## src/rcr_pkg.sv

```systemverilog
// What this block does
// - non-power-on reset sets only its own flag
// - startup flag follows current start-up, not retained
// - power-on clears cause, safety and start-up flags (not irq status), sets power-on flag
// - flags read one when set, write-one clears, except the read-only bit 7
// - bit 0 set by power-on or debug reset
// - bit 3 bad watchdog clear, bit 2 overflow
// - bit 6 reset pin, bit 4 supervisor
// - bit 8 break reset when level two plus
// - bit 7 read-only start-up abnormality flag
// - status as word or two byte addresses
// - safety status byte-only at its own address
// - safety bit 1 parity, bit 0 rom access
// - low pin holds reset and sets flag
package rcr_pkg;
    // register indices (byte address is four times the index)
    localparam logic [15:0] IDX_STATUS      = 16'hF058;
    localparam logic [15:0] IDX_STATUS_HIGH = 16'hF059;
    localparam logic [15:0] IDX_SAFETY      = 16'hF05A;
    localparam logic [15:0] IDX_IRQ_STATUS  = 16'hF060;
    localparam logic [15:0] IDX_IRQ_MASK    = 16'hF061;
    // cause status field positions
    localparam int BIT_POWER_ON    = 0;
    localparam int BIT_WDT_OVF     = 2;
    localparam int BIT_WDT_BAD     = 3;
    localparam int BIT_SUPERVISOR  = 4;
    localparam int BIT_PIN         = 6;
    localparam int BIT_STARTUP     = 7;
    localparam int BIT_BREAK       = 8;
    // safety status field positions
    localparam int BIT_ROM_ACCESS  = 0;
    localparam int BIT_RAM_PARITY  = 1;
    // writable cause bits, bit 7 is the start-up flag, everything else reserved
    localparam logic [15:0] CAUSE_MASK     = 16'h015D;
    localparam logic [7:0]  SAFETY_MASK    = 8'h03;
    // reset values
    localparam logic [15:0] STATUS_RESET   = 16'h0001;
    localparam logic [7:0]  SAFETY_RESET   = 8'h00;
    localparam logic [7:0]  IRQ_MASK_RESET = 8'h00;
    // break reset qualifying exception level
    localparam logic [1:0]  BREAK_MIN_LEVEL = 2'h2;
    // interrupt event bit positions
    localparam int IRQ_POWER_ON   = 0;
    localparam int IRQ_WDT_OVF    = 1;
    localparam int IRQ_WDT_BAD    = 2;
    localparam int IRQ_SUPERVISOR = 3;
    localparam int IRQ_PIN        = 4;
    localparam int IRQ_BREAK      = 5;
    localparam int IRQ_RAM_PARITY = 6;
    localparam int IRQ_ROM_ACCESS = 7;
    // bus answer state
    typedef enum logic [0:0] {
        RCR_BUS_IDLE = 1'b0,
        RCR_BUS_ACK  = 1'b1
    } rcr_bus_e;
endpackage

```

## src/rcr_flag_cell.sv

```systemverilog
`timescale 1ns/1ns
// one sticky flag: wipe first, then set, then write-one clear
module rcr_flag_cell #(
    parameter logic RESET_VAL = 1'b0
) (
    input  wire logic core_clk,
    input  wire logic reset_n,
    input  wire logic wipe,
    input  wire logic set,
    input  wire logic clear,
    output logic      flag_q
);
    // set beats a clear in the same cycle so no event is lost
    always_ff @(posedge core_clk) begin
        if (!reset_n) begin
            flag_q <= RESET_VAL;
        end else if (wipe) begin
            flag_q <= 1'b0;
        end else if (set) begin
            flag_q <= 1'b1;
        end else if (clear) begin
            flag_q <= 1'b0;
        end
    end
endmodule

```

## src/rcr_reset_cause_recorder.sv

```systemverilog
`timescale 1ns/1ns
module rcr_reset_cause_recorder (
    input  wire logic        core_clk,          // 125 MHz
    input  wire logic        reset_n,           // synchronous, active low
    // avalon-mm slave, word addressed
    input  wire logic [15:0] avs_address,
    input  wire logic        avs_read,
    input  wire logic        avs_write,
    input  wire logic [31:0] avs_writedata,
    input  wire logic [3:0]  avs_byteenable,
    output logic [31:0]      avs_readdata,
    output logic             avs_waitrequest,
    // reset sources
    input  wire logic        reset_pin_n,       // external pin, asynchronous
    input  wire logic        por_detect,        // one-cycle pulses below, except the exception_level and startup_abnormal levels
    input  wire logic        debug_cmd_reset,
    input  wire logic        wdt_overflow,
    input  wire logic        wdt_bad_clear,
    input  wire logic        supervisor_trip,
    input  wire logic        brk_exec,
    input  wire logic [1:0]  exception_level,
    input  wire logic        ram_parity_error,
    input  wire logic        unused_rom_access,
    input  wire logic        startup_done,      // pulse at end of start-up
    input  wire logic        startup_abnormal,  // level, valid with startup_done
    // outputs
    output logic             system_reset_hold,
    output logic             cpu_reset_req,
    output logic             irq
);

    ////////////////////////////////////////////////////////////////////////////
    // reset pin synchroniser

    logic pin_meta_q;                // first stage, read by second only
    logic pin_sync_q;                // synchronised pin level
    logic pin_prev_q;                // previous synchronised level
    logic pin_fall;                  // pin just went low

    // two flops before any logic looks at the pin
    always_ff @(posedge core_clk) begin
        if (!reset_n) begin
            pin_meta_q <= 1'b1;
            pin_sync_q <= 1'b1;
            pin_prev_q <= 1'b1;
        end else begin
            pin_meta_q <= reset_pin_n;
            pin_sync_q <= pin_meta_q;
            pin_prev_q <= pin_sync_q;
        end
    end

    assign pin_fall = pin_prev_q & ~pin_sync_q;

    // hold the device in reset while the pin stays low
    always_ff @(posedge core_clk) begin
        if (!reset_n) begin
            system_reset_hold <= 1'b0;
        end else begin
            system_reset_hold <= ~pin_sync_q;
        end
    end

    ////////////////////////////////////////////////////////////////////////////
    // event decode

    logic        por_evt;            // power-on or debug command reset
    logic        brk_evt;            // qualified break reset
    logic [15:0] cause_set;          // per-bit set requests
    logic [7:0]  safety_set;         // safety set requests
    logic [7:0]  irq_evt;            // interrupt events

    assign por_evt = por_detect | debug_cmd_reset;
    assign brk_evt = brk_exec & (exception_level >= rcr_pkg::BREAK_MIN_LEVEL);

    // only the causing bit is raised
    always_comb begin
        cause_set = 16'h0000;
        cause_set[rcr_pkg::BIT_POWER_ON]   = por_evt;
        cause_set[rcr_pkg::BIT_WDT_OVF]    = wdt_overflow;
        cause_set[rcr_pkg::BIT_WDT_BAD]    = wdt_bad_clear;
        cause_set[rcr_pkg::BIT_SUPERVISOR] = supervisor_trip;
        cause_set[rcr_pkg::BIT_PIN]        = pin_fall;
        cause_set[rcr_pkg::BIT_BREAK]      = brk_evt;
    end

    // safety causes
    always_comb begin
        safety_set = 8'h00;
        safety_set[rcr_pkg::BIT_RAM_PARITY] = ram_parity_error;
        safety_set[rcr_pkg::BIT_ROM_ACCESS] = unused_rom_access;
    end

    // interrupt event layout
    always_comb begin
        irq_evt = 8'h00;
        irq_evt[rcr_pkg::IRQ_POWER_ON]   = por_evt;
        irq_evt[rcr_pkg::IRQ_WDT_OVF]    = wdt_overflow;
        irq_evt[rcr_pkg::IRQ_WDT_BAD]    = wdt_bad_clear;
        irq_evt[rcr_pkg::IRQ_SUPERVISOR] = supervisor_trip;
        irq_evt[rcr_pkg::IRQ_PIN]        = pin_fall;
        irq_evt[rcr_pkg::IRQ_BREAK]      = brk_evt;
        irq_evt[rcr_pkg::IRQ_RAM_PARITY] = ram_parity_error;
        irq_evt[rcr_pkg::IRQ_ROM_ACCESS] = unused_rom_access;
    end

    // cpu-only reset request pulse
    always_ff @(posedge core_clk) begin
        if (!reset_n) begin
            cpu_reset_req <= 1'b0;
        end else begin
            cpu_reset_req <= brk_evt;
        end
    end

    ////////////////////////////////////////////////////////////////////////////
    // avalon slave: one wait cycle, answer on the second

    rcr_pkg::rcr_bus_e bus_q;        // answer state
    logic        req;                // request present
    logic        take;               // edge where the request completes
    logic        wr_take;            // write completes now
    logic [15:0] status_wr;          // write-one strobes to cause bits
    logic [7:0]  safety_wr;          // write-one strobes to safety bits
    logic [7:0]  irq_wr;             // write-one strobes to irq status
    logic [31:0] rd_d;               // read data next value

    assign req     = avs_read | avs_write;
    assign take    = req & (bus_q == rcr_pkg::RCR_BUS_ACK);
    assign wr_take = avs_write & take;

    // waitrequest high until the answer cycle
    always_ff @(posedge core_clk) begin
        if (!reset_n) begin
            bus_q           <= rcr_pkg::RCR_BUS_IDLE;
            avs_waitrequest <= 1'b1;
        end else if (req && bus_q == rcr_pkg::RCR_BUS_IDLE) begin
            bus_q           <= rcr_pkg::RCR_BUS_ACK;
            avs_waitrequest <= 1'b0;
        end else begin
            bus_q           <= rcr_pkg::RCR_BUS_IDLE;
            avs_waitrequest <= 1'b1;
        end
    end

    // write decode with byte lanes
    always_comb begin
        status_wr = 16'h0000;
        safety_wr = 8'h00;
        irq_wr    = 8'h00;
        if (wr_take) begin
            unique case (avs_address)
                rcr_pkg::IDX_STATUS: begin
                    if (avs_byteenable[0]) begin
                        status_wr[7:0] = avs_writedata[7:0];
                    end
                    if (avs_byteenable[1]) begin
                        status_wr[15:8] = avs_writedata[15:8];
                    end
                end
                rcr_pkg::IDX_STATUS_HIGH: begin
                    if (avs_byteenable[0]) begin
                        status_wr[15:8] = avs_writedata[7:0];
                    end
                end
                rcr_pkg::IDX_SAFETY: begin
                    if (avs_byteenable[0]) begin
                        safety_wr = avs_writedata[7:0];
                    end
                end
                rcr_pkg::IDX_IRQ_STATUS: begin
                    if (avs_byteenable[0]) begin
                        irq_wr = avs_writedata[7:0];
                    end
                end
                default: begin
                    status_wr = 16'h0000; // unmapped or mask: no flags touched
                end
            endcase
        end
    end

    ////////////////////////////////////////////////////////////////////////////
    // cause, safety and interrupt flags

    logic [15:0] status_q;           // cause status (bit 7 separate)
    logic [7:0]  safety_q;           // safety status
    logic [7:0]  irq_stat_q;         // sticky interrupt status
    logic [7:0]  irq_mask_q;         // interrupt enables
    logic        startup_flag_q;     // start-up abnormality

    genvar gi;
    generate
        for (gi = 0; gi < 16; gi = gi + 1) begin : g_cause
            if (rcr_pkg::CAUSE_MASK[gi]) begin : g_cell
                // power-on wipes every other bit, write one clears
                rcr_flag_cell #(
                    .RESET_VAL (rcr_pkg::STATUS_RESET[gi])
                ) u_cell (
                    .core_clk (core_clk),
                    .reset_n  (reset_n),
                    .wipe     (por_evt && gi != rcr_pkg::BIT_POWER_ON),
                    .set      (cause_set[gi]),
                    .clear    (status_wr[gi]),
                    .flag_q   (status_q[gi])
                );
            end else begin : g_rsvd
                assign status_q[gi] = 1'b0;
            end
        end
        for (gi = 0; gi < 8; gi = gi + 1) begin : g_safe
            if (rcr_pkg::SAFETY_MASK[gi]) begin : g_cell
                rcr_flag_cell #(
                    .RESET_VAL (rcr_pkg::SAFETY_RESET[gi])
                ) u_cell (
                    .core_clk (core_clk),
                    .reset_n  (reset_n),
                    .wipe     (por_evt),
                    .set      (safety_set[gi]),
                    .clear    (safety_wr[gi]),
                    .flag_q   (safety_q[gi])
                );
            end else begin : g_rsvd
                assign safety_q[gi] = 1'b0;
            end
        end
        for (gi = 0; gi < 8; gi = gi + 1) begin : g_irq
            rcr_flag_cell #(
                .RESET_VAL (1'b0)
            ) u_cell (
                .core_clk (core_clk),
                .reset_n  (reset_n),
                .wipe     (1'b0),
                .set      (irq_evt[gi]),
                .clear    (irq_wr[gi]),
                .flag_q   (irq_stat_q[gi])
            );
        end
    endgenerate

    // start-up flag reflects only the latest start-up
    always_ff @(posedge core_clk) begin
        if (!reset_n) begin
            startup_flag_q <= 1'b0;
        end else if (startup_done) begin
            startup_flag_q <= startup_abnormal;
        end else if (por_evt) begin
            startup_flag_q <= 1'b0;
        end
    end

    // interrupt mask register
    always_ff @(posedge core_clk) begin
        if (!reset_n) begin
            irq_mask_q <= rcr_pkg::IRQ_MASK_RESET;
        end else if (wr_take && avs_address == rcr_pkg::IDX_IRQ_MASK
                     && avs_byteenable[0]) begin
            irq_mask_q <= avs_writedata[7:0];
        end
    end

    // level interrupt while any unmasked status bit is set
    always_ff @(posedge core_clk) begin
        if (!reset_n) begin
            irq <= 1'b0;
        end else begin
            irq <= |(irq_stat_q & irq_mask_q);
        end
    end

    ////////////////////////////////////////////////////////////////////////////
    // read path

    logic [15:0] status_view;        // status with start-up bit merged

    always_comb begin
        status_view = status_q;
        status_view[rcr_pkg::BIT_STARTUP] = startup_flag_q;
    end

    // read mux, unmapped reads return zero
    always_comb begin
        rd_d = 32'h0000_0000;
        unique case (avs_address)
            rcr_pkg::IDX_STATUS:      rd_d = {16'h0000, status_view};
            rcr_pkg::IDX_STATUS_HIGH: rd_d = {24'h00_0000, status_view[15:8]};
            rcr_pkg::IDX_SAFETY:      rd_d = {24'h00_0000, safety_q};
            rcr_pkg::IDX_IRQ_STATUS:  rd_d = {24'h00_0000, irq_stat_q};
            rcr_pkg::IDX_IRQ_MASK:    rd_d = {24'h00_0000, irq_mask_q};
            default:                  rd_d = 32'h0000_0000;
        endcase
    end

    // read data captured as the answer cycle opens
    always_ff @(posedge core_clk) begin
        if (!reset_n) begin
            avs_readdata <= 32'h0000_0000;
        end else if (avs_read && bus_q == rcr_pkg::RCR_BUS_IDLE) begin
            avs_readdata <= rd_d;
        end
    end

    ////////////////////////////////////////////////////////////////////////////
    // checks

    a_por_wipes_others: assert property (@(posedge core_clk) disable iff (!reset_n)
        por_evt |=> (status_q & ~16'h0001) == 16'h0000 && status_q[0])
        else $error("power-on did not leave only bit 0");

    a_por_sets_bit0: assert property (@(posedge core_clk) disable iff (!reset_n)
        debug_cmd_reset |=> status_q[rcr_pkg::BIT_POWER_ON])
        else $error("debug reset did not set bit 0");

    // lone overflow event, no bus clear: only bit 2 may change
    a_cause_retained: assert property (@(posedge core_clk) disable iff (!reset_n)
        (cause_set == (16'h0001 << rcr_pkg::BIT_WDT_OVF) && !wr_take) |=>
        status_q == ($past(status_q) | (16'h0001 << rcr_pkg::BIT_WDT_OVF)))
        else $error("overflow disturbed other cause bits");

    a_wdt_bad_bit: assert property (@(posedge core_clk) disable iff (!reset_n)
        (wdt_bad_clear && !por_evt) |=> status_q[rcr_pkg::BIT_WDT_BAD])
        else $error("bad clear not on bit 3");

    a_supervisor_bit: assert property (@(posedge core_clk) disable iff (!reset_n)
        (supervisor_trip && !por_evt) |=> status_q[rcr_pkg::BIT_SUPERVISOR])
        else $error("supervisor not on bit 4");

    // watches the second stage only, the first may be metastable
    a_pin_hold_flag: assert property (@(posedge core_clk) disable iff (!reset_n)
        ($fell(pin_sync_q) && !por_evt) |=> system_reset_hold && status_q[rcr_pkg::BIT_PIN])
        else $error("pin low did not hold reset");

    a_brk_level: assert property (@(posedge core_clk) disable iff (!reset_n)
        (brk_exec && exception_level < rcr_pkg::BREAK_MIN_LEVEL) |=> !cpu_reset_req)
        else $error("break reset below level two");

    a_brk_flag: assert property (@(posedge core_clk) disable iff (!reset_n)
        (brk_exec && exception_level >= rcr_pkg::BREAK_MIN_LEVEL && !por_evt)
        |=> status_q[rcr_pkg::BIT_BREAK] && cpu_reset_req)
        else $error("break reset not recorded");

    a_clear_one: assert property (@(posedge core_clk) disable iff (!reset_n)
        (wr_take && avs_address == rcr_pkg::IDX_STATUS && avs_byteenable[0] && avs_writedata[2]
         && !wdt_overflow && !por_evt) |=> !status_q[rcr_pkg::BIT_WDT_OVF])
        else $error("write one did not clear");

    a_rsvd_zero: assert property (@(posedge core_clk) disable iff (!reset_n)
        (status_view & 16'hFE22) == 16'h0000)
        else $error("reserved status bit set");

    a_startup_follow: assert property (@(posedge core_clk) disable iff (!reset_n)
        startup_done |=> startup_flag_q == $past(startup_abnormal))
        else $error("start-up flag not loaded");

    a_startup_ro: assert property (@(posedge core_clk) disable iff (!reset_n)
        (!startup_done && !por_evt) |=> $stable(startup_flag_q))
        else $error("start-up flag changed by write");

    a_safety_bits: assert property (@(posedge core_clk) disable iff (!reset_n)
        (ram_parity_error && !por_evt) |=> safety_q[rcr_pkg::BIT_RAM_PARITY])
        else $error("parity not on safety bit 1");

    a_high_alias: assert property (@(posedge core_clk) disable iff (!reset_n)
        (avs_read && bus_q == rcr_pkg::RCR_BUS_IDLE && avs_address == rcr_pkg::IDX_STATUS_HIGH)
        |=> !avs_waitrequest && avs_readdata == {24'h00_0000, $past(status_view[15:8])})
        else $error("high byte read wrong");

    a_safety_byte: assert property (@(posedge core_clk) disable iff (!reset_n)
        (avs_read && bus_q == rcr_pkg::RCR_BUS_IDLE && avs_address == rcr_pkg::IDX_SAFETY)
        |=> avs_readdata[31:8] == 24'h00_0000)
        else $error("safety read above byte");

    c_por_seen:   cover property (@(posedge core_clk) disable iff (!reset_n) por_evt ##1 irq);
    c_pin_reset:  cover property (@(posedge core_clk) disable iff (!reset_n) pin_fall);
    c_clear_all:  cover property (@(posedge core_clk) disable iff (!reset_n)
        wr_take && avs_address == 16'hF058 && avs_writedata[15:0] == 16'hFFFF);
    c_set_clear:  cover property (@(posedge core_clk) disable iff (!reset_n)
        wdt_overflow && status_wr[2]);

endmodule

```

## config.mk

```make
export PLATFORM = sky130hd
export DESIGN_NAME = rcr_reset_cause_recorder
export DESIGN_NICKNAME = d
export VERILOG_FILES = /design/src/rcr_pkg.sv /design/src/rcr_flag_cell.sv /design/src/rcr_reset_cause_recorder.sv
export SDC_FILE = /design/constraint.sdc
export NUM_CORES = 1
export LEC_CHECK = 0
export BUFFER_PORTS_ARGS = -buffer_cell sky130_fd_sc_hd__buf_2
export CORE_MARGIN = 10
export CORE_UTILIZATION = 50
export DETAILED_ROUTE_END_ITERATION = 8
export PLACE_DENSITY = 0.88
export SLEW_MARGIN = 5
export SYNTH_ARGS = -nofsm -noshare
export SYNTH_HDL_FRONTEND = slang
export SYNTH_HIERARCHICAL = 1
export SYNTH_SLANG_ARGS = --single-unit
```

## constraint.sdc

```tcl
create_clock -name core_clk -period 5.3 [get_ports core_clk]
set_clock_uncertainty 0.05 [all_clocks]
set_input_delay 0.53 -clock core_clk [delete_from_list [all_inputs] [get_ports core_clk]]
set_output_delay 0.53 -clock core_clk [all_outputs]
set_load 0.01 [all_outputs]
```

## Word level (Yosys, flattened, before mapping)

Cells that the tools add are included.

| word-level totals | value |
|---|---|
| register bits after elaboration | 65 |
| output and inout bits | 36 |
| logic and storage cells | 109 |

| cells by class | value |
|---|---|
| equality and inequality tests | 5 |
| $lt $le $gt $ge | 1 |
| reductions and logical operators | 22 |
| bitwise logic cells | 10 |
| mux-type cells | 44 |

Operators by type and width:

| kind | count |
|---|---|
| $eq 16x16->1 const B | 5 |
| $pmux 9 s5 | 1 |
| $mux 1 | 35 |
| $mux 8 | 4 |
| $reduce_bool 2->1 | 16 |
| $mux 9 | 1 |
| $and 8x8->8 | 1 |
| $reduce_or 8->1 | 1 |
| $and 1x1->1 | 4 |
| $logic_and 1x1->1 | 4 |
| $mux 2 | 2 |
| $not 1->1 | 3 |
| $ge 2x2->1 const B | 1 |
| $or 1x1->1 | 2 |
| $pmux 1 s2 | 1 |
| $reduce_or 2->1 | 1 |

## Depth between registers and ports, before layout

| logic depth | value |
|---|---|
| depth in word-level cells | 6 |
| gate-level depth with buffers | 7 |
| gate-level depth less buffers | 6 |

## Hierarchy

The synthesis kept the hierarchy.

Modules (own cells, without submodules):

| module | area each (um2) | cells an instance | times used | sequential area each (um2) |
|---|---|---|---|---|
| rcr_reset_cause_recorder | 1572.8 | 189 | 1 | 520.5 |
| rcr_flag_cell at g_cause[2].g_cell.u_cell ... | 40.0 | 4 | 15 | 20.0 |
| rcr_flag_cell at g_cause[0].g_cell.u_cell | 38.8 | 4 | 1 | 20.0 |

## Worst setup path after synthesis

Ideal clock, no wire load.

| timing path | value |
|---|---|
| path kind | input -> register |
| start | in avs_address[9] |
| end | reg g_irq[1].u_cell.flag_q |
| setup slack | 2.763 ns |
| library setup time | 0.116 ns |
| required time | 5.134 ns |
| stages | 7 |
| arrival time | 2.371 ns |
| path through | or4_4 > buf_6 > or4_4 > nor3b_4 > and2_1 > nor2b_1 > o211a_1 |

| on the way | value |
|---|---|
| longest elaborated chain between the ends | 4 |

Ends and longest elaborated chain:

| element | RTL line | source |
|---|---|---|
| from (decl) | rcr_reset_cause_recorder.sv:6 | `input wire logic [15:0] avs_address,` |
| $eq 16x16->1 | rcr_reset_cause_recorder.sv:152 | `unique case (avs_address)` |
| $mux 8 | rcr_reset_cause_recorder.sv:152 |  |
| $mux 8 | rcr_reset_cause_recorder.sv:151 | `if (wr_take) begin` |
| named net irq_wr[1] | rcr_reset_cause_recorder.sv:125 | `logic [7:0] irq_wr;` |
| $reduce_bool 2->1 (no source line) | - |  |
| to (signal assigned) | rcr_flag_cell.sv:18 | `flag_q <= 1'b0;` |
| to (signal assigned) | rcr_flag_cell.sv:20 | `flag_q <= 1'b1;` |
| to (signal assigned) | rcr_flag_cell.sv:22 | `flag_q <= 1'b0;` |
| to (decl) | rcr_flag_cell.sv:11 | `output logic flag_q` |

The timed path passes the listed nets, and every way through them passes these cells.
A chain may end at the register's enable or synchronous reset.

## Final worst setup path

| timing path | value |
|---|---|
| start | in avs_address[0] |
| end | reg g_cause[2].g_cell.u_cell.flag_q |

| on the way | value |
|---|---|
| longest elaborated chain between the ends | 4 |

Ends and longest elaborated chain:

| element | RTL line | source |
|---|---|---|
| $eq 16x16->1 | rcr_reset_cause_recorder.sv:152 |  |
| $mux 8 | rcr_reset_cause_recorder.sv:152 |  |
| $mux 9 | rcr_reset_cause_recorder.sv:151 |  |
| named net status_wr[2] | rcr_reset_cause_recorder.sv:123 | `logic [15:0] status_wr;` |
| $reduce_bool 2->1 (no source line) | - |  |
| to (signal assigned) | rcr_flag_cell.sv:18 |  |
| to (signal assigned) | rcr_flag_cell.sv:20 |  |
| to (signal assigned) | rcr_flag_cell.sv:22 |  |
| to (decl) | rcr_flag_cell.sv:11 |  |

The timed path passes the listed nets, and every way through them passes these cells.

==> metrics <==
Post-Syn Area=approximately 0.0022 sq mm; number of global-route vias before repair=1915; Worst Setup SP=avs_address[0]; Clock Sinks=42; Tcrit/Tclk final=0.531; I/O pin cnt=roughly 110; global-route wire length before repair=between 9 and 10 mm; R2R Path End=g_irq[6].u_cell/flag_q; initial core utilization=0.512; Internal Power=490 uW; Final Power=649 uW; EDFF count, synth=0; Seq pwr share=0.505; crit path capture type=flop; Max VDD drop=between 0.2 and 0.25 mV; row cnt=24; Sw Pwr=about 160 uW; Post-CTS Resized=0; FF-to-FF setup slack=3.54 ns; die width=around 87 um; HPWL Detailed=between 4 and 5 mm; WS Path Type=input port to flop; largest net degree at the start of global routing=23; clock buffer depth=2; final setup TNS=0 ns; crit path time final=between 2 and 3 ns; hold path endpoint=pin_meta_q; routed vias/inst=about 5.3; DRT Wirelength=roughly 5.7 mm; P_leak=around 1.3 nW; number of synthesis warnings=6; top-count cell post-synth=dfxtp_1; Cells after Synth=253; Yosys top cell by area=dfxtp_1; Final Max Tran Viols=0; H-tree levels=2; Core Box Area=around 0.0043 sq mm; Clock Root Buffer=clkbuf_8; reg2reg path depth=5; Synth-to-Final Area Change=15.8%; Non-Filler Instances=368; top cells by count, synth=dfxtp_1 (42), buf_4 (23), inv_1 (20); layout cell share with drive strength beyond 1=0.241; CTS Hold Bufs=0; setup repair bufs after CTS=0; GRT overflow=0; status=finished, final reports clean; post-synth cell types=43; Die Ht=a little under 90 um; Finish-stage setup viols=0; Skew-Pair Late Insertion Delay=0.30 ns; Final Wtd Congestion=about 0.83; final hold vios=0; Synth Flop Type=dfxtp_1; Slew @ Worst Pin=approximately 1.3 ns; WHS Path Cells=2; fmax=approximately 360 MHz; CP arrival=approximately 3.0 ns; CTS tree=yes; total number of vias=1952; worst r2r src=bus_q; Post-route DRC=0; Num CTS Buffers=5; ant diodes=0; PD cells=approximately 250 mW/mm^2; Die Area=roughly 0.0075 sq mm; Seq/Total Area, Yosys=0.380; initial antenna violation count=0; antenna violation net count after detailed routing=0; Synth async-reset ratio=0; Slew HR=0.108; 1st-pass router iterations=5; element type at the critical path start=input port; Post-Syn Area per Cell=~9 sq um; Final #Nets=384; top cell type's share of synthesized area=0.380; post-DR wirelength/cell=approximately 15 um; Crit Path Max Fanout=18; Port Buffers=55; Yosys reg bits=42; clock group share of total power=0.394; RSZ-0062 raised after global routing=false; synth top area cells=dfxtp_1 (38%), buf_4 (7.8%), o211a_1 (6.8%), nor2b_1 (5.4%), o21ai_0 (3.6%); All-Layer GR Usage=0.149; Clk pin slew, worst setup/hold paths=0.08 ns; Max-cap violations=0; HP Class=input port to flop; Post-Place Cells=360; Logic pwr share=0.102; hold path start=reset_pin_n; initial drt markers=between 150 and 200; switch share=0.245; CP required=5.45 ns
==> area by class of cell <==
cell class / instances / area [sq um]
flip-flops and latches: 42 / 841
repair buffers: 55 / 275
inverters: 20 / 75.1
clock buffers: 6 / 72.6
well taps: 52 / 65.1
multi-input cells: 191 / 1200
clock inverters: 2 / 37.5
fillers: 396 / 1760
==> registers in the layout, summed over array words and instances, names as in the netlist <==
signal	count
avs_readdata	9
g_irq.u_cell/flag_q	8
irq_mask_q	8
g_cause.g_cell.u_cell/flag_q	6
g_safe.g_cell.u_cell/flag_q	2
avs_waitrequest	1
bus_q	1
cpu_reset_req	1
irq	1
pin_meta_q	1
pin_prev_q	1
pin_sync_q	1
startup_flag_q	1
system_reset_hold	1
==> through the flow <==
stage | area (sq um) | worst slack, ns | hold WS, ns | util
2_1_floorplan | 2330 | 2.76 | 0.336 | -
3_3_place_gp | 2450 | 2.28 | 0.341 | 0.567
3_5_place_dp | 2450 | 2.19 | 0.346 | 0.567
4_1_cts | 2560 | 2.52 | 0.357 | 0.593
5_1_grt | 2560 | 2.42 | 0.352 | 0.593
6_report | 2560 | 2.49 | 0.356 | 0.593
==> logic make-up (layout without fill, tap and decap cells) <==
kind of cell | Yosys count | count (layout) | synth area share
AO/OA/AOI/OAI | 58 | 58 | 0.187
other | 1 | 33 | 0.00170
multiplexers | 9 | 9 | 0.0436
AND/OR/NAND/NOR | 91 | 91 | 0.252
flip-flops | 42 | 42 | 0.380
buffers and inverters | 52 | 83 | 0.136
==> layer usage <==
| layer | up-vias | track usage | wire, um |
|---|---|---|---|
| met4 | 0 | 0.0457 | 80 |
| li1 | 953 | - | - |
| met1 | 898 | 0.175 | 2360 |
| met2 | 88 | 0.235 | 2500 |
| met5 | - | 0 | 0 |
| met3 | 13 | 0.0685 | 712 |
==> worst max-delay path by stage <==
| stage | slack [ns] | end | cells after the start |
|---|---|---|---|
| 5_1_grt | 2.42 | g_cause[2].g_cell.u_cell/flag_q | 6 |
| 2_1_floorplan | 2.76 | g_irq[1].u_cell/flag_q | 7 |
| 3_3_place_gp | 2.28 | g_cause[2].g_cell.u_cell/flag_q | 6 |
| 3_5_place_dp | 2.19 | g_cause[2].g_cell.u_cell/flag_q | 6 |
| 4_1_cts | 2.52 | g_cause[2].g_cell.u_cell/flag_q | 6 |
| 6_report | 2.49 | g_cause[2].g_cell.u_cell/flag_q | 6 |
==> power groups by stage <==
stage          registers (mW)  clock network [mW]  logic (mW)
2_1_floorplan           0.335                   0      0.0485
3_3_place_gp            0.335                   0      0.0628
3_5_place_dp            0.335                   0      0.0646
4_1_cts                 0.328               0.258      0.0648
5_1_grt                 0.329               0.273      0.0736
6_report                0.328               0.256      0.0660
==> cells in the final DEF (no fill, tap or decap), drive strengths merged, types with 5 or more instances in the layout <==
| cell | Yosys | routed |
|---|---|---|
| and3 | 7 | 7 |
| a22oi | 6 | 6 |
| dfxtp | 42 | 42 |
| nand3 | 11 | 11 |
| o21ai | 17 | 17 |
| nand2 | 11 | 11 |
| buf | 30 | 55 |
| o211a | 15 | 15 |
| nor2 | 6 | 6 |
| nor2b | 19 | 19 |
| mux2 | 5 | 5 |
| and2 | 10 | 10 |
| nor3 | 5 | 5 |
| clkbuf | 2 | 6 |
| inv | 20 | 20 |
| a21oi | 12 | 12 |
| conb | 1 | 33 |
==> critical path: stages <==
cell	delay, ns
buf_2	0.24
or4b_2	0.71
nor4_2	0.94
and3_1	0.29
nor2b_1	0.05
o211a_1	0.20
Power figures use the tool's default switching activity.
